**src/design/iplf_pkg.sv**
```systemverilog
// Purpose: Shared constants for the interrupt priority level fields block
// Assumes: Registers are 16 bits wide, addressed by word index
// Notes: Reserved bits are never stored, so they always read as zero
package iplf_pkg;
	localparam int ADDR_W = 5;
	localparam int DATA_W = 16;
	localparam int FIELD_W = 2;
	localparam int NUM_SRC = 19;
	localparam int NUM_DBG = 5;
	localparam int SRC_IDX_W = 5;

	// Register indices
	localparam logic [4:0] PRIO_REG_ZERO_IDX = 5'h00;
	localparam logic [4:0] PRIO_REG_ONE_IDX = 5'h01;
	localparam logic [4:0] PRIO_REG_TWO_IDX = 5'h02;
	localparam logic [4:0] PRIO_REG_THREE_IDX = 5'h03;

	// Writable bits; everything else is reserved or outside this block
	localparam logic [15:0] PRIO_REG_ZERO_MASK = 16'h03FF;
	localparam logic [15:0] PRIO_REG_ONE_MASK = 16'hC03F;
	localparam logic [15:0] PRIO_REG_TWO_MASK = 16'hC3FF;
	localparam logic [15:0] PRIO_REG_THREE_MASK = 16'hC03F;

	localparam logic [15:0] PRIO_REG_RESET = 16'h0000;
	localparam logic [15:0] READ_ZERO = 16'h0000;

	// Field encodings
	localparam logic [1:0] FIELD_DISABLED = 2'h0;
	localparam logic [1:0] PERIPH_LEVEL_OFFSET = 2'h1;
	localparam logic [1:0] LEVEL_ZERO = 2'h0;
	localparam logic [4:0] SRC_NONE = 5'h00;

	// Field positions: lowest bit of each two-bit level field
	localparam int DBG_STEP_LSB = 32'h0;
	localparam int DBG_BREAK_LSB = 32'h2;
	localparam int DBG_TRACE_LSB = 32'h4;
	localparam int DBG_TX_LSB = 32'h6;
	localparam int DBG_RX_LSB = 32'h8;
	localparam int FLASH_ERR_LSB = 32'h0;
	localparam int FLASH_DONE_LSB = 32'h2;
	localparam int FLASH_BUF_LSB = 32'h4;
	localparam int GPIO_D_LSB = 32'hE;
	localparam int GPIO_C_LSB = 32'h0;
	localparam int GPIO_B_LSB = 32'h2;
	localparam int GPIO_A_LSB = 32'h4;
	localparam int SPI_RX_LSB = 32'h6;
	localparam int SPI_TX_LSB = 32'h8;
	localparam int SER_TX_EMPTY_LSB = 32'hE;
	localparam int SER_TX_IDLE_LSB = 32'h0;
	localparam int SER_RX_ERR_LSB = 32'h2;
	localparam int SER_RX_FULL_LSB = 32'h4;
	localparam int I2C_ERR_LSB = 32'hE;
endpackage

```
**src/design/iplf_top.sv**
```systemverilog
// Purpose: Priority level fields for debug and peripheral interrupt sources
// Assumes: Request lines and low-power mode input are on CLK_IN
// Notes: Picks the highest enabled level; lowest source index breaks ties
// Notes on behaviour
// RULE_01 - Debug fields: 00 off, else levels 1-3
// RULE_02 - Peripheral fields: 00 off, else levels 0-2
// RULE_03 - Reset clears every field to disabled
// RULE_04 - Reserved bits written zero, read zero
// RULE_05 - Debug fields at bits 9-0, first register
// RULE_06 - Second register: GPIO D, flash fields
// RULE_07 - Third register: serial, SPI, GPIO A-C
// RULE_08 - Fourth register: I2C error, serial receive/idle
// RULE_09 - Fast interrupts need level 2 programmed
// RULE_10 - Low-power wake only for previously enabled sources
// RULE_11 - Disabled sources never arbitrate or present
//
// Implementation choice: the strobed register port.
`timescale 1ns/1ps
`default_nettype none
module iplf_top
(
	// Clock and reset
	input wire logic CLK_IN,
	input wire logic SYS_RST_IN,
	// Register port
	input wire logic [iplf_pkg::ADDR_W-1:0] ADDR_IN,
	input wire logic [iplf_pkg::DATA_W-1:0] WR_DATA_IN,
	input wire logic WR_STB_IN,
	input wire logic RD_STB_IN,
	output logic [iplf_pkg::DATA_W-1:0] RD_DATA_OUT,
	// Interrupt sources and low-power mode
	input wire logic [iplf_pkg::NUM_SRC-1:0] SRC_REQ_IN,
	input wire logic LOW_POWER_IN,
	// To core and system integration
	output logic IRQ_ACTIVE_OUT,
	output logic [iplf_pkg::FIELD_W-1:0] IRQ_LEVEL_OUT,
	output logic [iplf_pkg::SRC_IDX_W-1:0] IRQ_SOURCE_OUT,
	output logic WAKE_REQ_OUT
);
	logic [15:0] prio_reg_zero_q;
	logic [15:0] prio_reg_one_q;
	logic [15:0] prio_reg_two_q;
	logic [15:0] prio_reg_three_q;
	logic [15:0] rd_data_q;
	logic [15:0] rd_data_d;
	logic irq_active_q;
	logic [1:0] irq_level_q;
	logic [4:0] irq_source_q;
	logic wake_q;
	logic wake_d;
	logic low_power_q;
	logic [iplf_pkg::NUM_SRC-1:0] wake_mask_q;
	logic [iplf_pkg::NUM_SRC-1:0] wake_mask_d;

	wire wr_zero = WR_STB_IN && (ADDR_IN == iplf_pkg::PRIO_REG_ZERO_IDX);
	wire wr_one = WR_STB_IN && (ADDR_IN == iplf_pkg::PRIO_REG_ONE_IDX);
	wire wr_two = WR_STB_IN && (ADDR_IN == iplf_pkg::PRIO_REG_TWO_IDX);
	wire wr_three = WR_STB_IN && (ADDR_IN == iplf_pkg::PRIO_REG_THREE_IDX);

	// Masking on write keeps reserved bits at zero for reads
	wire [15:0] zero_wdata = WR_DATA_IN & iplf_pkg::PRIO_REG_ZERO_MASK; // RULE_04
	wire [15:0] one_wdata = WR_DATA_IN & iplf_pkg::PRIO_REG_ONE_MASK; // RULE_04
	wire [15:0] two_wdata = WR_DATA_IN & iplf_pkg::PRIO_REG_TWO_MASK; // RULE_04
	wire [15:0] three_wdata = WR_DATA_IN & iplf_pkg::PRIO_REG_THREE_MASK; // RULE_04

	always_ff @(posedge CLK_IN or posedge SYS_RST_IN)
	begin
		if (SYS_RST_IN)
		begin
			prio_reg_zero_q <= iplf_pkg::PRIO_REG_RESET; // RULE_03
			prio_reg_one_q <= iplf_pkg::PRIO_REG_RESET; // RULE_03
			prio_reg_two_q <= iplf_pkg::PRIO_REG_RESET; // RULE_03
			prio_reg_three_q <= iplf_pkg::PRIO_REG_RESET; // RULE_03
		end
		else
		begin
			if (wr_zero)
				prio_reg_zero_q <= zero_wdata;
			if (wr_one)
				prio_reg_one_q <= one_wdata;
			if (wr_two)
				prio_reg_two_q <= two_wdata;
			if (wr_three)
				prio_reg_three_q <= three_wdata;
		end
	end

	// Read path; unmapped indices read zero
	always_comb
	begin
		rd_data_d = iplf_pkg::READ_ZERO;
		if (RD_STB_IN)
		begin
			case (ADDR_IN)
				iplf_pkg::PRIO_REG_ZERO_IDX: rd_data_d = prio_reg_zero_q;
				iplf_pkg::PRIO_REG_ONE_IDX: rd_data_d = prio_reg_one_q;
				iplf_pkg::PRIO_REG_TWO_IDX: rd_data_d = prio_reg_two_q;
				iplf_pkg::PRIO_REG_THREE_IDX: rd_data_d = prio_reg_three_q;
				default: rd_data_d = iplf_pkg::READ_ZERO;
			endcase
		end
	end

	// Debug fields, first register
	wire [1:0] debug_step_counter_level =
		prio_reg_zero_q[iplf_pkg::DBG_STEP_LSB +: iplf_pkg::FIELD_W]; // RULE_05
	wire [1:0] debug_breakpoint_level =
		prio_reg_zero_q[iplf_pkg::DBG_BREAK_LSB +: iplf_pkg::FIELD_W]; // RULE_05
	wire [1:0] debug_trace_buffer_level =
		prio_reg_zero_q[iplf_pkg::DBG_TRACE_LSB +: iplf_pkg::FIELD_W]; // RULE_05
	wire [1:0] debug_tx_empty_level =
		prio_reg_zero_q[iplf_pkg::DBG_TX_LSB +: iplf_pkg::FIELD_W]; // RULE_05
	wire [1:0] debug_rx_full_level =
		prio_reg_zero_q[iplf_pkg::DBG_RX_LSB +: iplf_pkg::FIELD_W]; // RULE_05
	// Second register
	wire [1:0] flash_error_level =
		prio_reg_one_q[iplf_pkg::FLASH_ERR_LSB +: iplf_pkg::FIELD_W]; // RULE_06
	wire [1:0] flash_cmd_done_level =
		prio_reg_one_q[iplf_pkg::FLASH_DONE_LSB +: iplf_pkg::FIELD_W]; // RULE_06
	wire [1:0] flash_buffers_empty_level =
		prio_reg_one_q[iplf_pkg::FLASH_BUF_LSB +: iplf_pkg::FIELD_W]; // RULE_06
	wire [1:0] gpio_port_d_level =
		prio_reg_one_q[iplf_pkg::GPIO_D_LSB +: iplf_pkg::FIELD_W]; // RULE_06
	// Third register
	wire [1:0] gpio_port_c_level =
		prio_reg_two_q[iplf_pkg::GPIO_C_LSB +: iplf_pkg::FIELD_W]; // RULE_07
	wire [1:0] gpio_port_b_level =
		prio_reg_two_q[iplf_pkg::GPIO_B_LSB +: iplf_pkg::FIELD_W]; // RULE_07
	wire [1:0] gpio_port_a_level =
		prio_reg_two_q[iplf_pkg::GPIO_A_LSB +: iplf_pkg::FIELD_W]; // RULE_07
	wire [1:0] spi_rx_full_level =
		prio_reg_two_q[iplf_pkg::SPI_RX_LSB +: iplf_pkg::FIELD_W]; // RULE_07
	wire [1:0] spi_tx_empty_level =
		prio_reg_two_q[iplf_pkg::SPI_TX_LSB +: iplf_pkg::FIELD_W]; // RULE_07
	wire [1:0] serial_tx_empty_level =
		prio_reg_two_q[iplf_pkg::SER_TX_EMPTY_LSB +: iplf_pkg::FIELD_W]; // RULE_07
	// Fourth register
	wire [1:0] serial_tx_idle_level =
		prio_reg_three_q[iplf_pkg::SER_TX_IDLE_LSB +: iplf_pkg::FIELD_W]; // RULE_08
	wire [1:0] serial_rx_error_level =
		prio_reg_three_q[iplf_pkg::SER_RX_ERR_LSB +: iplf_pkg::FIELD_W]; // RULE_08
	wire [1:0] serial_rx_full_level =
		prio_reg_three_q[iplf_pkg::SER_RX_FULL_LSB +: iplf_pkg::FIELD_W]; // RULE_08
	wire [1:0] i2c_error_level =
		prio_reg_three_q[iplf_pkg::I2C_ERR_LSB +: iplf_pkg::FIELD_W]; // RULE_08

	// Source index order matches SRC_REQ_IN bit order
	wire [2*iplf_pkg::NUM_SRC-1:0] field_flat = {
		i2c_error_level, serial_rx_full_level, serial_rx_error_level,
		serial_tx_idle_level, serial_tx_empty_level, spi_tx_empty_level,
		spi_rx_full_level, gpio_port_a_level, gpio_port_b_level,
		gpio_port_c_level, gpio_port_d_level, flash_buffers_empty_level,
		flash_cmd_done_level, flash_error_level, debug_rx_full_level,
		debug_tx_empty_level, debug_trace_buffer_level,
		debug_breakpoint_level, debug_step_counter_level};

	logic [iplf_pkg::NUM_SRC-1:0] src_enabled;
	logic [iplf_pkg::NUM_SRC-1:0] src_live;
	logic [1:0] src_level [iplf_pkg::NUM_SRC];

	genvar gi;
	generate
		for (gi = 0; gi < iplf_pkg::NUM_SRC; gi++)
		begin : g_src
			wire [1:0] fld = field_flat[iplf_pkg::FIELD_W*gi +: iplf_pkg::FIELD_W];
			assign src_enabled[gi] = (fld != iplf_pkg::FIELD_DISABLED);
			if (gi < iplf_pkg::NUM_DBG)
			begin : g_dbg
				assign src_level[gi] = fld; // RULE_01
			end
			else
			begin : g_per
				// Level 3 unreachable: code 11 maps to 2
				assign src_level[gi] = fld - iplf_pkg::PERIPH_LEVEL_OFFSET; // RULE_02
			end
			assign src_live[gi] = SRC_REQ_IN[gi] && src_enabled[gi]; // RULE_11
		end
	endgenerate

	// Highest level wins; the strict compare keeps the lowest index on ties
	logic best_vld;
	logic [1:0] best_lvl;
	logic [4:0] best_idx;
	always_comb
	begin
		best_vld = 1'b0;
		best_lvl = iplf_pkg::LEVEL_ZERO;
		best_idx = iplf_pkg::SRC_NONE;
		for (int i = 0; i < iplf_pkg::NUM_SRC; i++)
		begin
			if (src_live[i] && (!best_vld || (src_level[i] > best_lvl))) // RULE_11
			begin
				best_vld = 1'b1;
				best_lvl = src_level[i];
				best_idx = 5'(i);
			end
		end
	end

	// Enable set is frozen on entry, so later writes cannot add wake sources
	wire low_power_entry = LOW_POWER_IN && !low_power_q;
	assign wake_mask_d = low_power_entry ? src_enabled : wake_mask_q; // RULE_10
	assign wake_d = LOW_POWER_IN && low_power_q && |(SRC_REQ_IN & wake_mask_q); // RULE_10

	always_ff @(posedge CLK_IN or posedge SYS_RST_IN)
	begin
		if (SYS_RST_IN)
		begin
			rd_data_q <= iplf_pkg::READ_ZERO;
			irq_active_q <= 1'b0;
			irq_level_q <= iplf_pkg::LEVEL_ZERO;
			irq_source_q <= iplf_pkg::SRC_NONE;
			low_power_q <= 1'b0;
			wake_mask_q <= '0;
			wake_q <= 1'b0;
		end
		else
		begin
			rd_data_q <= rd_data_d;
			irq_active_q <= best_vld;
			irq_level_q <= best_lvl;
			irq_source_q <= best_idx;
			low_power_q <= LOW_POWER_IN;
			wake_mask_q <= wake_mask_d;
			wake_q <= wake_d;
		end
	end

	assign RD_DATA_OUT = rd_data_q;
	assign IRQ_ACTIVE_OUT = irq_active_q;
	assign IRQ_LEVEL_OUT = irq_level_q;
	assign IRQ_SOURCE_OUT = irq_source_q;
	assign WAKE_REQ_OUT = wake_q;
endmodule
`default_nettype wire
```
**config.mk**
```make
export PLATFORM = sky130hd
export DESIGN_NAME = iplf_top
export DESIGN_NICKNAME = d
export VERILOG_FILES = /design/src/design/iplf_pkg.sv /design/src/design/iplf_top.sv
export SDC_FILE = /design/constraint.sdc
export NUM_CORES = 1
export LEC_CHECK = 0
export ABC_AREA = 0
export BUFFER_PORTS_ARGS = -buffer_cell sky130_fd_sc_hd__buf_2
export CORE_ASPECT_RATIO = 0.75
export CORE_MARGIN = 2
export CORE_UTILIZATION = 35
export DETAILED_ROUTE_END_ITERATION = 10
export GPL_TIMING_DRIVEN = 1
export PLACE_DENSITY = 0.64
export RECOVER_POWER = 100
export SYNTH_ARGS = -nofsm -noshare
export SYNTH_HDL_FRONTEND = slang
export SYNTH_SLANG_ARGS = --single-unit
```
**constraint.sdc**
```tcl
create_clock -name CLK_IN -period 63.8 [get_ports CLK_IN]
set_input_delay 0 -clock CLK_IN [delete_from_list [all_inputs] [get_ports CLK_IN]]
set_output_delay 0 -clock CLK_IN [all_outputs]
set_load 0.01 [all_outputs]
```
==> results.cfg, run 1 <==
[hold_path]
hold_path_class = primary input to register
hold_depth = 4
min_from = SRC_REQ_IN[17]

[floorplanning]
ioPinCount = 70
die_w_um = 145.8
num_rows = 38
die_h_um = 110.3
initial_core_util_pct = 36.15
core_area_um2 = 14600
die-area_um2 = 16080

[critical_path]
crit_start = prio_reg_zero_q[1]
crit_type = register to register
worstRegToRegCells = 112
cpMaxStageDelayCell = nor3_1
cp.arrival_ns = 25.96
cpMostUsedCell = ha_1
endpoint_kind = register
worstPathRequired_ns = 64.03
cp_slowest_stage_delay_ns = 0.58
path_max_fanout = 8
startpoint_type = register
timing.rr.start = prio_reg_zero_q[1]

[routing]
post-route-drc-count = 0
drt_iter0_markers = 482
wl_per_cell_um = 18.36
via_per_inst = 5.516
num_vias = 4749
routed_wl_mm = 15.81
drt_first_pass_iters = 6
ant_nets = 0

[global_route]
overflow = 0
grt_pass1_wl_mm = 25.31
grt_max_degree = 80
grt_pass1_vias = 4622
grt_use_total_pct = 20.60
antenna_found_initial = 0

[clock_tree]
cts_root_buffer = clkbuf_16
clock_path_buffers = 2
cts.sinks = 79
cts_tree = built
clkTransAtPathRegs_ns = 0.06
insertion_delay_ns = 0.35
cts_buffers = 9
cts.htree.levels = 3

[synth]
syn_area_per_cell_um2 = 9.097
synth_warnings = 0
synth_most_common_cell = dfrtp_1
synth_xor_area_share_pct = 0
synth_edf_count = 0
synth_top_family_by_area = compound AO/OA/AOI/OAI gates
synth_top_area_share_pct = 37.47
synth_compound_area_share_pct = 20.61
yosysSeqAreaShare_pct = 37.47
ys_seq_elements = 79
synth_cell_types = 66
syn_inst = 580
synth-simple-area-share_pct = 16.79
synth_fa_ha_area_share_pct = 9.675
async_flop_share_pct = 100.0
synth_mux_area_share_pct = 10.69
synth_ff_type = dfrtp_1
synth_area_leader_cell = dfrtp_1
netlist_area_um2 = 5276
synth_area_leaders = dfrtp_1, ha_1, mux2_2
netlist_top_cells_count = dfrtp_1, nor2_1, nand2_1

[run_status]
status = complete, but fails checks
violations = capacitance limit, slew limit

[timing]
fin_crit_ns = 25.73
fin_skew_ns = 0.006771
finalSetupTns_ns = 0
maxSlewHeadroom_pct = -185.8
setup_viol = 0
holdWs_ns = 0.08893
finalCritPeriodShare_pct = 40.33
drv_slew = 80
fmax_mhz = 38.86
hold_viol_final = 0
tightestPinTransition_ns = 4.286
rsz0062_at_grt = false

[placement]
place_congestion = 0.9426
place_inst = 831
io_buffers = 61
dp_hpwl_mm = 12.07
place_area_um2 = 5788

[power_and_ir_drop]
power_density_nw_per_um2 = 42.66
leakagePower_nw = 2.831
ir_drop_uv = 14.20

[finish]
fillers = 1443
final_nets = 741
finalInstanceArea_um2 = 6148
post-route-util_pct = 42.12
drive_above_1_share_pct = 16.79
layout.cells.non_filler = 861
area_growth_pct = 16.53
diodes = 0

[flow_run]
drv_cap = 1
[worst max-delay path, delay by kind of cell (launching register included)]
kind            cells  cell delay (ns)
compound gates     53            11.76
fa+ha+maj          19             5.32
buf+inv             6             0.58
flops               1             0.44
mux                 7             2.71
simple gates       27             4.78
[placed cells by master, fill, tap and decap left out, types with 8 or more instances in the layout]
master and count:
a21o_1 9, a21oi_1 28, a22oi_1 10, buf_2 38, clkbuf_1 25, clkbuf_16 9
dfrtp_1 79, dlygate4sd3_1 14, ha_1 40, inv_1 44, mux2_2 42, mux2i_1 8
nand2_1 52, nand2b_1 20, nand3_1 9, nand4_1 8, nor2_1 54, nor2b_1 12
nor3_1 8, o21ai_0 45, o21ai_1 9
[logic make-up (layout without fill, tap and decap cells)]
logic type / Yosys count / count (layout)
AO/OA/AOI/OAI: 163 / 163
adder cells (fa/ha/maj): 41 / 41
buffers and inverters: 62 / 140
flip-flops: 79 / 79
multiplexers: 51 / 51
other: 1 / 4
AND/OR/NAND/NOR: 183 / 183
[routing by layer]
layer / global-route usage, % / part of all wire (%) / vias up
li1: - / - / 2248
met1: 29.67 / 48 / 2273
met2: 31.06 / 42 / 205
met3: 4.033 / 6.9 / 23
met4: 6.933 / 2.3 / 0
met5: 0 / 0 / -
[layout make-up]
| class | instances | area (µm²) | share of cell area (%) |
|---|---|---|---|
| Tap cell | 200 | 250.2 | 4.070 |
| Clock buffer | 9 | 225.2 | 3.663 |
| Inverter | 47 | 177.7 | 2.890 |
| Timing Repair Buffer | 77 | 424.2 | 6.899 |
| Sequential cell | 79 | 1977 | 32.15 |
| Multi-Input combinational cell | 442 | 3048 | 49.57 |
| Clock inverter | 7 | 46.29 | 0.7530 |
[power by group]
part	switching, W	internal (W)	total, W
clock network	0.0000221	0.0000264	0.0000485
logic	0.0000842	0.0000599	0.000144
registers	0.00000920	0.0000605	0.0000697
[flip-flops by register name (all words and copies together), names as in the netlist, 2 cells and up]
register	count
prio_reg_two_q	12
IRQ_SOURCE_OUT	5
prio_reg_zero_q	10
RD_DATA_OUT	12
prio_reg_one_q	8
prio_reg_three_q	8
IRQ_LEVEL_OUT	2
wake_mask_q	19
[path summary, 6_finish.rpt]
path	to	slack, ns
setup / recovery	IRQ_LEVEL_OUT[0]	38.07
hold / removal	IRQ_ACTIVE_OUT	0.09
setup reg to reg	IRQ_LEVEL_OUT[0]	38.07
hold reg to reg	wake_mask_q[12]	0.49
max in group asynchronous	wake_mask_q[11]	60.04
min in group asynchronous	IRQ_LEVEL_OUT[1]	1.34
[through the flow]
stage	total power, W	setup slack, ns
after floorplan	0.0001744	42.64
after global placement	0.0002075	39.90
after detailed placement	0.0002122	39.49
after CTS	0.0002633	39.33
after global routing	0.0002847	36.09
final	0.0002623	38.07
[repair_timing]
action,4_1_cts,5_1_grt
hold endpoints to repair,41,0
resized for setup,0,0
hold buffers,14,0
buffers inserted,0,0
endpoints found under the setup margin,0,0
(Power assumes the default switching activity.)
==> inputs of run 2 (changes only) <==
--- a/config.mk
+++ b/config.mk
@@ -5,7 +5,7 @@
 export SDC_FILE = /design/constraint.sdc
 export NUM_CORES = 1
 export LEC_CHECK = 0
-export ABC_AREA = 0
+export ABC_AREA = 1
 export BUFFER_PORTS_ARGS = -buffer_cell sky130_fd_sc_hd__buf_2
 export CORE_ASPECT_RATIO = 0.75
 export CORE_MARGIN = 2
==> constraint.sdc (replaced) <==
create_clock -name CLK_IN -period 25.8 [get_ports CLK_IN]
set_input_delay 0 -clock CLK_IN [delete_from_list [all_inputs] [get_ports CLK_IN]]
set_output_delay 0 -clock CLK_IN [all_outputs]
set_load 0.01 [all_outputs]
==> results.cfg, run 2 <==
[run_status]
status = complete, but fails checks
violations = capacitance limit, slew limit

[routing]
via_per_inst = 4.674
num_vias = 4618
ant_nets = 0
routed_wl_mm = 13.49
drt_iter0_markers = 302
wl_per_cell_um = 13.65
post-route-drc-count = 0
drt_first_pass_iters = 5

[floorplanning]
core_area_um2 = 14600
num_rows = 38
die_h_um = 110.4
initial_core_util_pct = 36.22
ioPinCount = 70
die-area_um2 = 16120
die_w_um = 145.9

[global_route]
grt_max_degree = 56
grt_pass1_wl_mm = 22.55
grt_pass1_vias = 4321
grt_use_total_pct = 17.51
antenna_found_initial = 0
overflow = 0

[critical_path]
crit_type = register to register
path_max_fanout = 6
cpMaxStageDelayCell = o21ai_0
worstPathRequired_ns = 26.07
cp_slowest_stage_delay_ns = 0.57
crit_family = simple AND/OR/NAND/NOR gates
cp.arrival_ns = 21.55
startpoint_type = register
crit_buf_inv = 17
cpMostUsedCell = o21ai_0
endpoint_kind = register

[synth]
synth_area_leader_cell = dfrtp_1
netlist_area_um2 = 5288
synth_warnings = 0
netlist_top_cells_count = nand2_1, inv_1, o21ai_0
synth_ff_type = dfrtp_1
synth_edf_count = 0
synth_top_area_share_pct = 37.39
async_flop_share_pct = 100.0
synth_cell_types = 40
syn_area_per_cell_um2 = 7.521
syn_inst = 703
synth_area_leaders = dfrtp_1, nand2_1, ha_1
synth_most_common_cell = nand2_1
yosysSeqAreaShare_pct = 37.39
ys_seq_elements = 79

[timing]
hold_viol_final = 0
maxSlewHeadroom_pct = -97.54
fin_crit_ns = 21.28
rsz0062_at_grt = false
tightestPinTransition_ns = 2.963
fin_skew_ns = 0.007898
drv_slew = 56
finalCritPeriodShare_pct = 82.47
finalSetupTns_ns = 0
setup_viol = 0
fmax_mhz = 47.00

[power_and_ir_drop]
leakagePower_nw = 3.306
ir_drop_uv = 40.52
netSwitchingFraction_pct = 43.89
p_int_w = 0.0003767
combPwrFrac_pct = 53.2
switchingPower_w = 0.0002947
power_frac_clock_pct = 21.7
seqPwrFrac_pct = 25.1
power_density_nw_per_um2 = 107.6

[placement]
io_buffers = 61
place_area_um2 = 5807
place_congestion = 0.9022
dp_hpwl_mm = 10.62

[finish]
area_growth_pct = 18.05
fillers = 1528
finalInstanceArea_um2 = 6242
largest_reg_flops = 19
diodes = 0
layout_common_cells = nand2_1, inv_1, o21ai_0
largest-register = wake_mask_q
drive_above_1_share_pct = 14.09
final_nets = 868
final_common_cell = nand2_1

[clock_tree]
insertion_delay_ns = 0.35
cts_root_buffer = clkbuf_16
cts_tree = built
cts_resized = 0
clkTransAtPathRegs_ns = 0.07
clock_path_buffers = 2
cts_buffers = 9
post_cts_buffers = 0
cts.sinks = 79
cts.htree.levels = 3

[hold_path]
hold_path_class = primary input to register

[flow_run]
drv_cap = 1
-- run 2: area by class of cell --
class                           count  area [µm²]  share of cell area (%)
Tap cell                          200       250.2                   4.009
Sequential cell                    79        1977                   31.67
Clock inverter                      7       106.4                   1.704
Multi-Input combinational cell    488        2759                   44.20
Clock buffer                        9       225.2                   3.608
Inverter                          124       466.7                   7.476
Timing Repair Buffer               81       457.9                   7.336
-- run 2: logic make-up after synthesis --
group	after synthesis	synth area share [%]
other cells	1	0.07092
buf+inv	139	10.15
fa+ha+maj	40	9.465
flops	79	37.39
compound gates	129	14.22
simple gates	315	28.70
-- run 2: repair_timing --
action	CTS	global route
hold endpoints to repair	54	0
endpoints found under the setup margin	0	0
hold buffers	17	0
-- run 2: final timing paths --
path / from / to / slack (ns) / depth (start not counted)
setup / recovery: prio_reg_zero_q[1] / IRQ_SOURCE_OUT[3] / 4.52 / 136
hold / removal: WR_DATA_IN[4] / prio_reg_two_q[4] / 0.002 / 3
setup reg to reg: prio_reg_zero_q[1] / IRQ_SOURCE_OUT[3] / 4.52 / 136
hold reg to reg: prio_reg_three_q[3] / prio_reg_three_q[3] / 0.49 / 2
max in group asynchronous: SYS_RST_IN / prio_reg_three_q[4] / 22.12 / 4
min in group asynchronous: SYS_RST_IN / wake_mask_q[6] / 0.40 / 3
-- run 2: per-stage QoR --
stage               hold WS (ns)  worst slack (ns)  power [W]  utilization (%)  instances
floorplan                0.03143             7.662  0.0004515                -        706
detailed placement       0.01986             5.479  0.0005289            39.78        955
finish                  0.002078             4.523  0.0006714            42.77        988
CTS                     0.004708             5.334  0.0006796            43.22        988
global placement         0.01877             5.590  0.0005233            39.78        955
global route             0.02549             2.568  0.0007403            42.77        988
-- run 2: routing by layer --
metal / global-route usage [%] / up-vias / wire length, µm
met1: 27.97 / 2085 / 7318
li1: - / 2420 / -
met3: 3.843 / 12 / 800
met4: 4.183 / 0 / 150
met5: 0 / - / 0
met2: 23.40 / 101 / 5221
-- run 2: power groups by stage --
stage	sequential, W	combinational [W]	clock [W]
after global routing	0.000172	0.000414	0.000154
final	0.000169	0.000357	0.000145
after floorplan	0.000168	0.000284	0
after global placement	0.000170	0.000353	0
after detailed placement	0.000170	0.000359	0
after CTS	0.000168	0.000363	0.000148
-- run 2: tightest hold or removal path, delay by kind of cell --
| family | cells | cell delay [ns] |
|---|---|---|
| buf+inv | 2 | 0.15 |
| compound gates | 1 | 0.16 |
==> inputs of run 3 (changes only) <==
--- a/config.mk
+++ b/config.mk
@@ -12,7 +12,7 @@
 export CORE_UTILIZATION = 35
 export DETAILED_ROUTE_END_ITERATION = 10
 export GPL_TIMING_DRIVEN = 1
-export PLACE_DENSITY = 0.64
+export PLACE_DENSITY = 0.66
 export RECOVER_POWER = 100
 export SYNTH_ARGS = -nofsm -noshare
 export SYNTH_HDL_FRONTEND = slang
==> constraint.sdc (replaced) <==
create_clock -name CLK_IN -period 18.4 [get_ports CLK_IN]
set_input_delay 0 -clock CLK_IN [delete_from_list [all_inputs] [get_ports CLK_IN]]
set_output_delay 0 -clock CLK_IN [all_outputs]
set_load 0.01 [all_outputs]
==> results.cfg, run 3 (same netlist as run 2, synthesis figures left out) <==
[global_route]
antenna_found_initial = 0
grt_pass1_vias = 4607
grt_pass1_wl_mm = 23.29
overflow = 0
grt_use_total_pct = 18.24
grt_max_degree = 80

[timing]
fin_skew_ns = 0.009649
fmax_mhz = 56.45
hold_viol_final = 0
setup_ws_ns = 0.6856
drv_slew = 80
tightestPinTransition_ns = 4.181
finalCritPeriodShare_pct = 96.27
setup_viol = 0
finalSetupTns_ns = 0
maxSlewHeadroom_pct = -178.8
fin_crit_ns = 17.71

[routing]
routed_wl_mm = 15.63
via_per_inst = 4.799
num_vias = 5116
wl_per_cell_um = 14.66
drt_iter0_markers = 281
ant_nets = 0
post-route-drc-count = 0
drt_first_pass_iters = 5

[placement]
place_congestion = 0.9036
pre_cts_slack_ns = -1.250
place_area_um2 = 6280
dp_hpwl_mm = 11.09
place_inst = 1018
io_buffers = 61

[floorplanning]
initial_core_util_pct = 36.22
die-area_um2 = 16120
die_h_um = 110.4
ioPinCount = 70
die_w_um = 145.9
num_rows = 38
core_area_um2 = 14600

[critical_path]
path_max_fanout = 5
worstPathRequired_ns = 18.69
crit_type = register to register
cp_slowest_stage_delay_ns = 0.41
regToRegSetupSlack_ns = 0.69
endpoint_kind = register
cp.arrival_ns = 18.01
timing.rr.start = prio_reg_zero_q[1]
r2r-end = IRQ_LEVEL_OUT[1]
startpoint_type = register
worstRegToRegCells = 142
cpMostUsedCell = nand2_2
cpMaxStageDelayCell = dfrtp_1

[finish]
final_common_cell = nand2_1
layout.cells.non_filler = 1066
area_growth_pct = 39.21
layout_common_cells = nand2_1, inv_1, dfrtp_1
diodes = 0
drive_above_1_share_pct = 33.60
largest_reg_flops = 19
fillers = 1426
finalInstanceArea_um2 = 7361
largest-register = wake_mask_q
multi_input_area_um2 = 3319
final_nets = 946
regArea_um2 = 1977

[clock_tree]
cts.sinks = 79
insertion_delay_ns = 0.35
clkTransAtPathRegs_ns = 0.07
clock_path_buffers = 2
cts_buffers = 9
cts.htree.levels = 3
cts_tree = built
cts_root_buffer = clkbuf_16

[power_and_ir_drop]
power_density_nw_per_um2 = 170.6
ir_drop_uv = 71.56
leakagePower_nw = 3.758

[hold_path]
hold_path_class = primary input to register
min_from = SRC_REQ_IN[5]
hold_depth = 3
min_to = WAKE_REQ_OUT

[run_status]
violations = capacitance limit, slew limit
status = complete, but fails checks

[flow_run]
drv_cap = 1
run 3: cell types whose count changed in the layout (fill, tap and decap cells not counted), moves of 9 or more:
cell,change
buf_4,+75
nand2_1,-36
o21ai_0,-30
nand2_2,+29
o21ai_2,+16
ha_1,-13
ha_4,+13
nand3_1,-12
o21ai_1,+9
run 3: area by class of cell:
cell class	instances	area share [%]
Timing Repair Buffer	159	14.26
Inverter	124	6.340
Multi-Input combinational cell	488	45.10
Sequential cell	79	26.86
Clock buffer	10	3.111
Clock inverter	6	0.9349
Tap cell	200	3.400
run 3: layer usage:
metal	vias up	global-route usage [%]	share of wire, %	routed length [µm]
li1	2568	-	-	-
met1	2385	28.97	51	7999
met2	141	25.03	42	6562
met3	22	3.595	5.6	872
met4	0	3.987	1.2	190
met5	-	0	0	0
run 3: report_power, final:
part	switching (W)	total (W)	internal [W]
Combinational	0.000439	0.000833	0.000393
Sequential	0.0000299	0.000240	0.000210
Clock	0.0000776	0.000184	0.000106
run 3: critical path: cells and delay by family, from the launching register on:
family                   cells  cell delay, ns
AO/OA/AOI/OAI               29            3.77
adder cells (fa/ha/maj)     18            4.57
buffers and inverters       18            1.10
flip-flops                   1            0.41
AND/OR/NAND/NOR             77            7.79
run 3: how the worst max path moves through the flow:
stage	to	depth (start not counted)	slack (ns)	startpoint
6_report	IRQ_LEVEL_OUT[1]	142	0.69	prio_reg_zero_q[1]
5_1_grt	IRQ_LEVEL_OUT[1]	144	-0.44	prio_reg_zero_q[1]
4_1_cts	IRQ_LEVEL_OUT[0]	145	0.02	prio_reg_zero_q[1]
3_5_place_dp	IRQ_SOURCE_OUT[3]	136	-1.25	prio_reg_zero_q[1]
3_3_place_gp	IRQ_LEVEL_OUT[1]	137	-0.87	prio_reg_zero_q[1]
2_1_floorplan	IRQ_SOURCE_OUT[2]	135	0.26	prio_reg_zero_q[0]
run 3: per-stage QoR:
step / hold WS (ns) / power, W / utilization, %
finish: 0.02615 / 0.001256 / 50.43
global route: 0.04537 / 0.001359 / 50.43
CTS: 0.01337 / 0.001039 / 46.55
detailed placement: 0.1427 / 0.0008268 / 43.02
global placement: 0.1400 / 0.0008164 / 43.02
floorplan: 0.03143 / 0.0006330 / -
run 3: what timing repair did:
action,4_1_cts,5_1_grt
resized for setup,31,122
hold buffers,15,0
setup endpoints to repair,7,7
buffers inserted,1,17
pin swaps,1,95
endpoints found under the hold margin,28,0
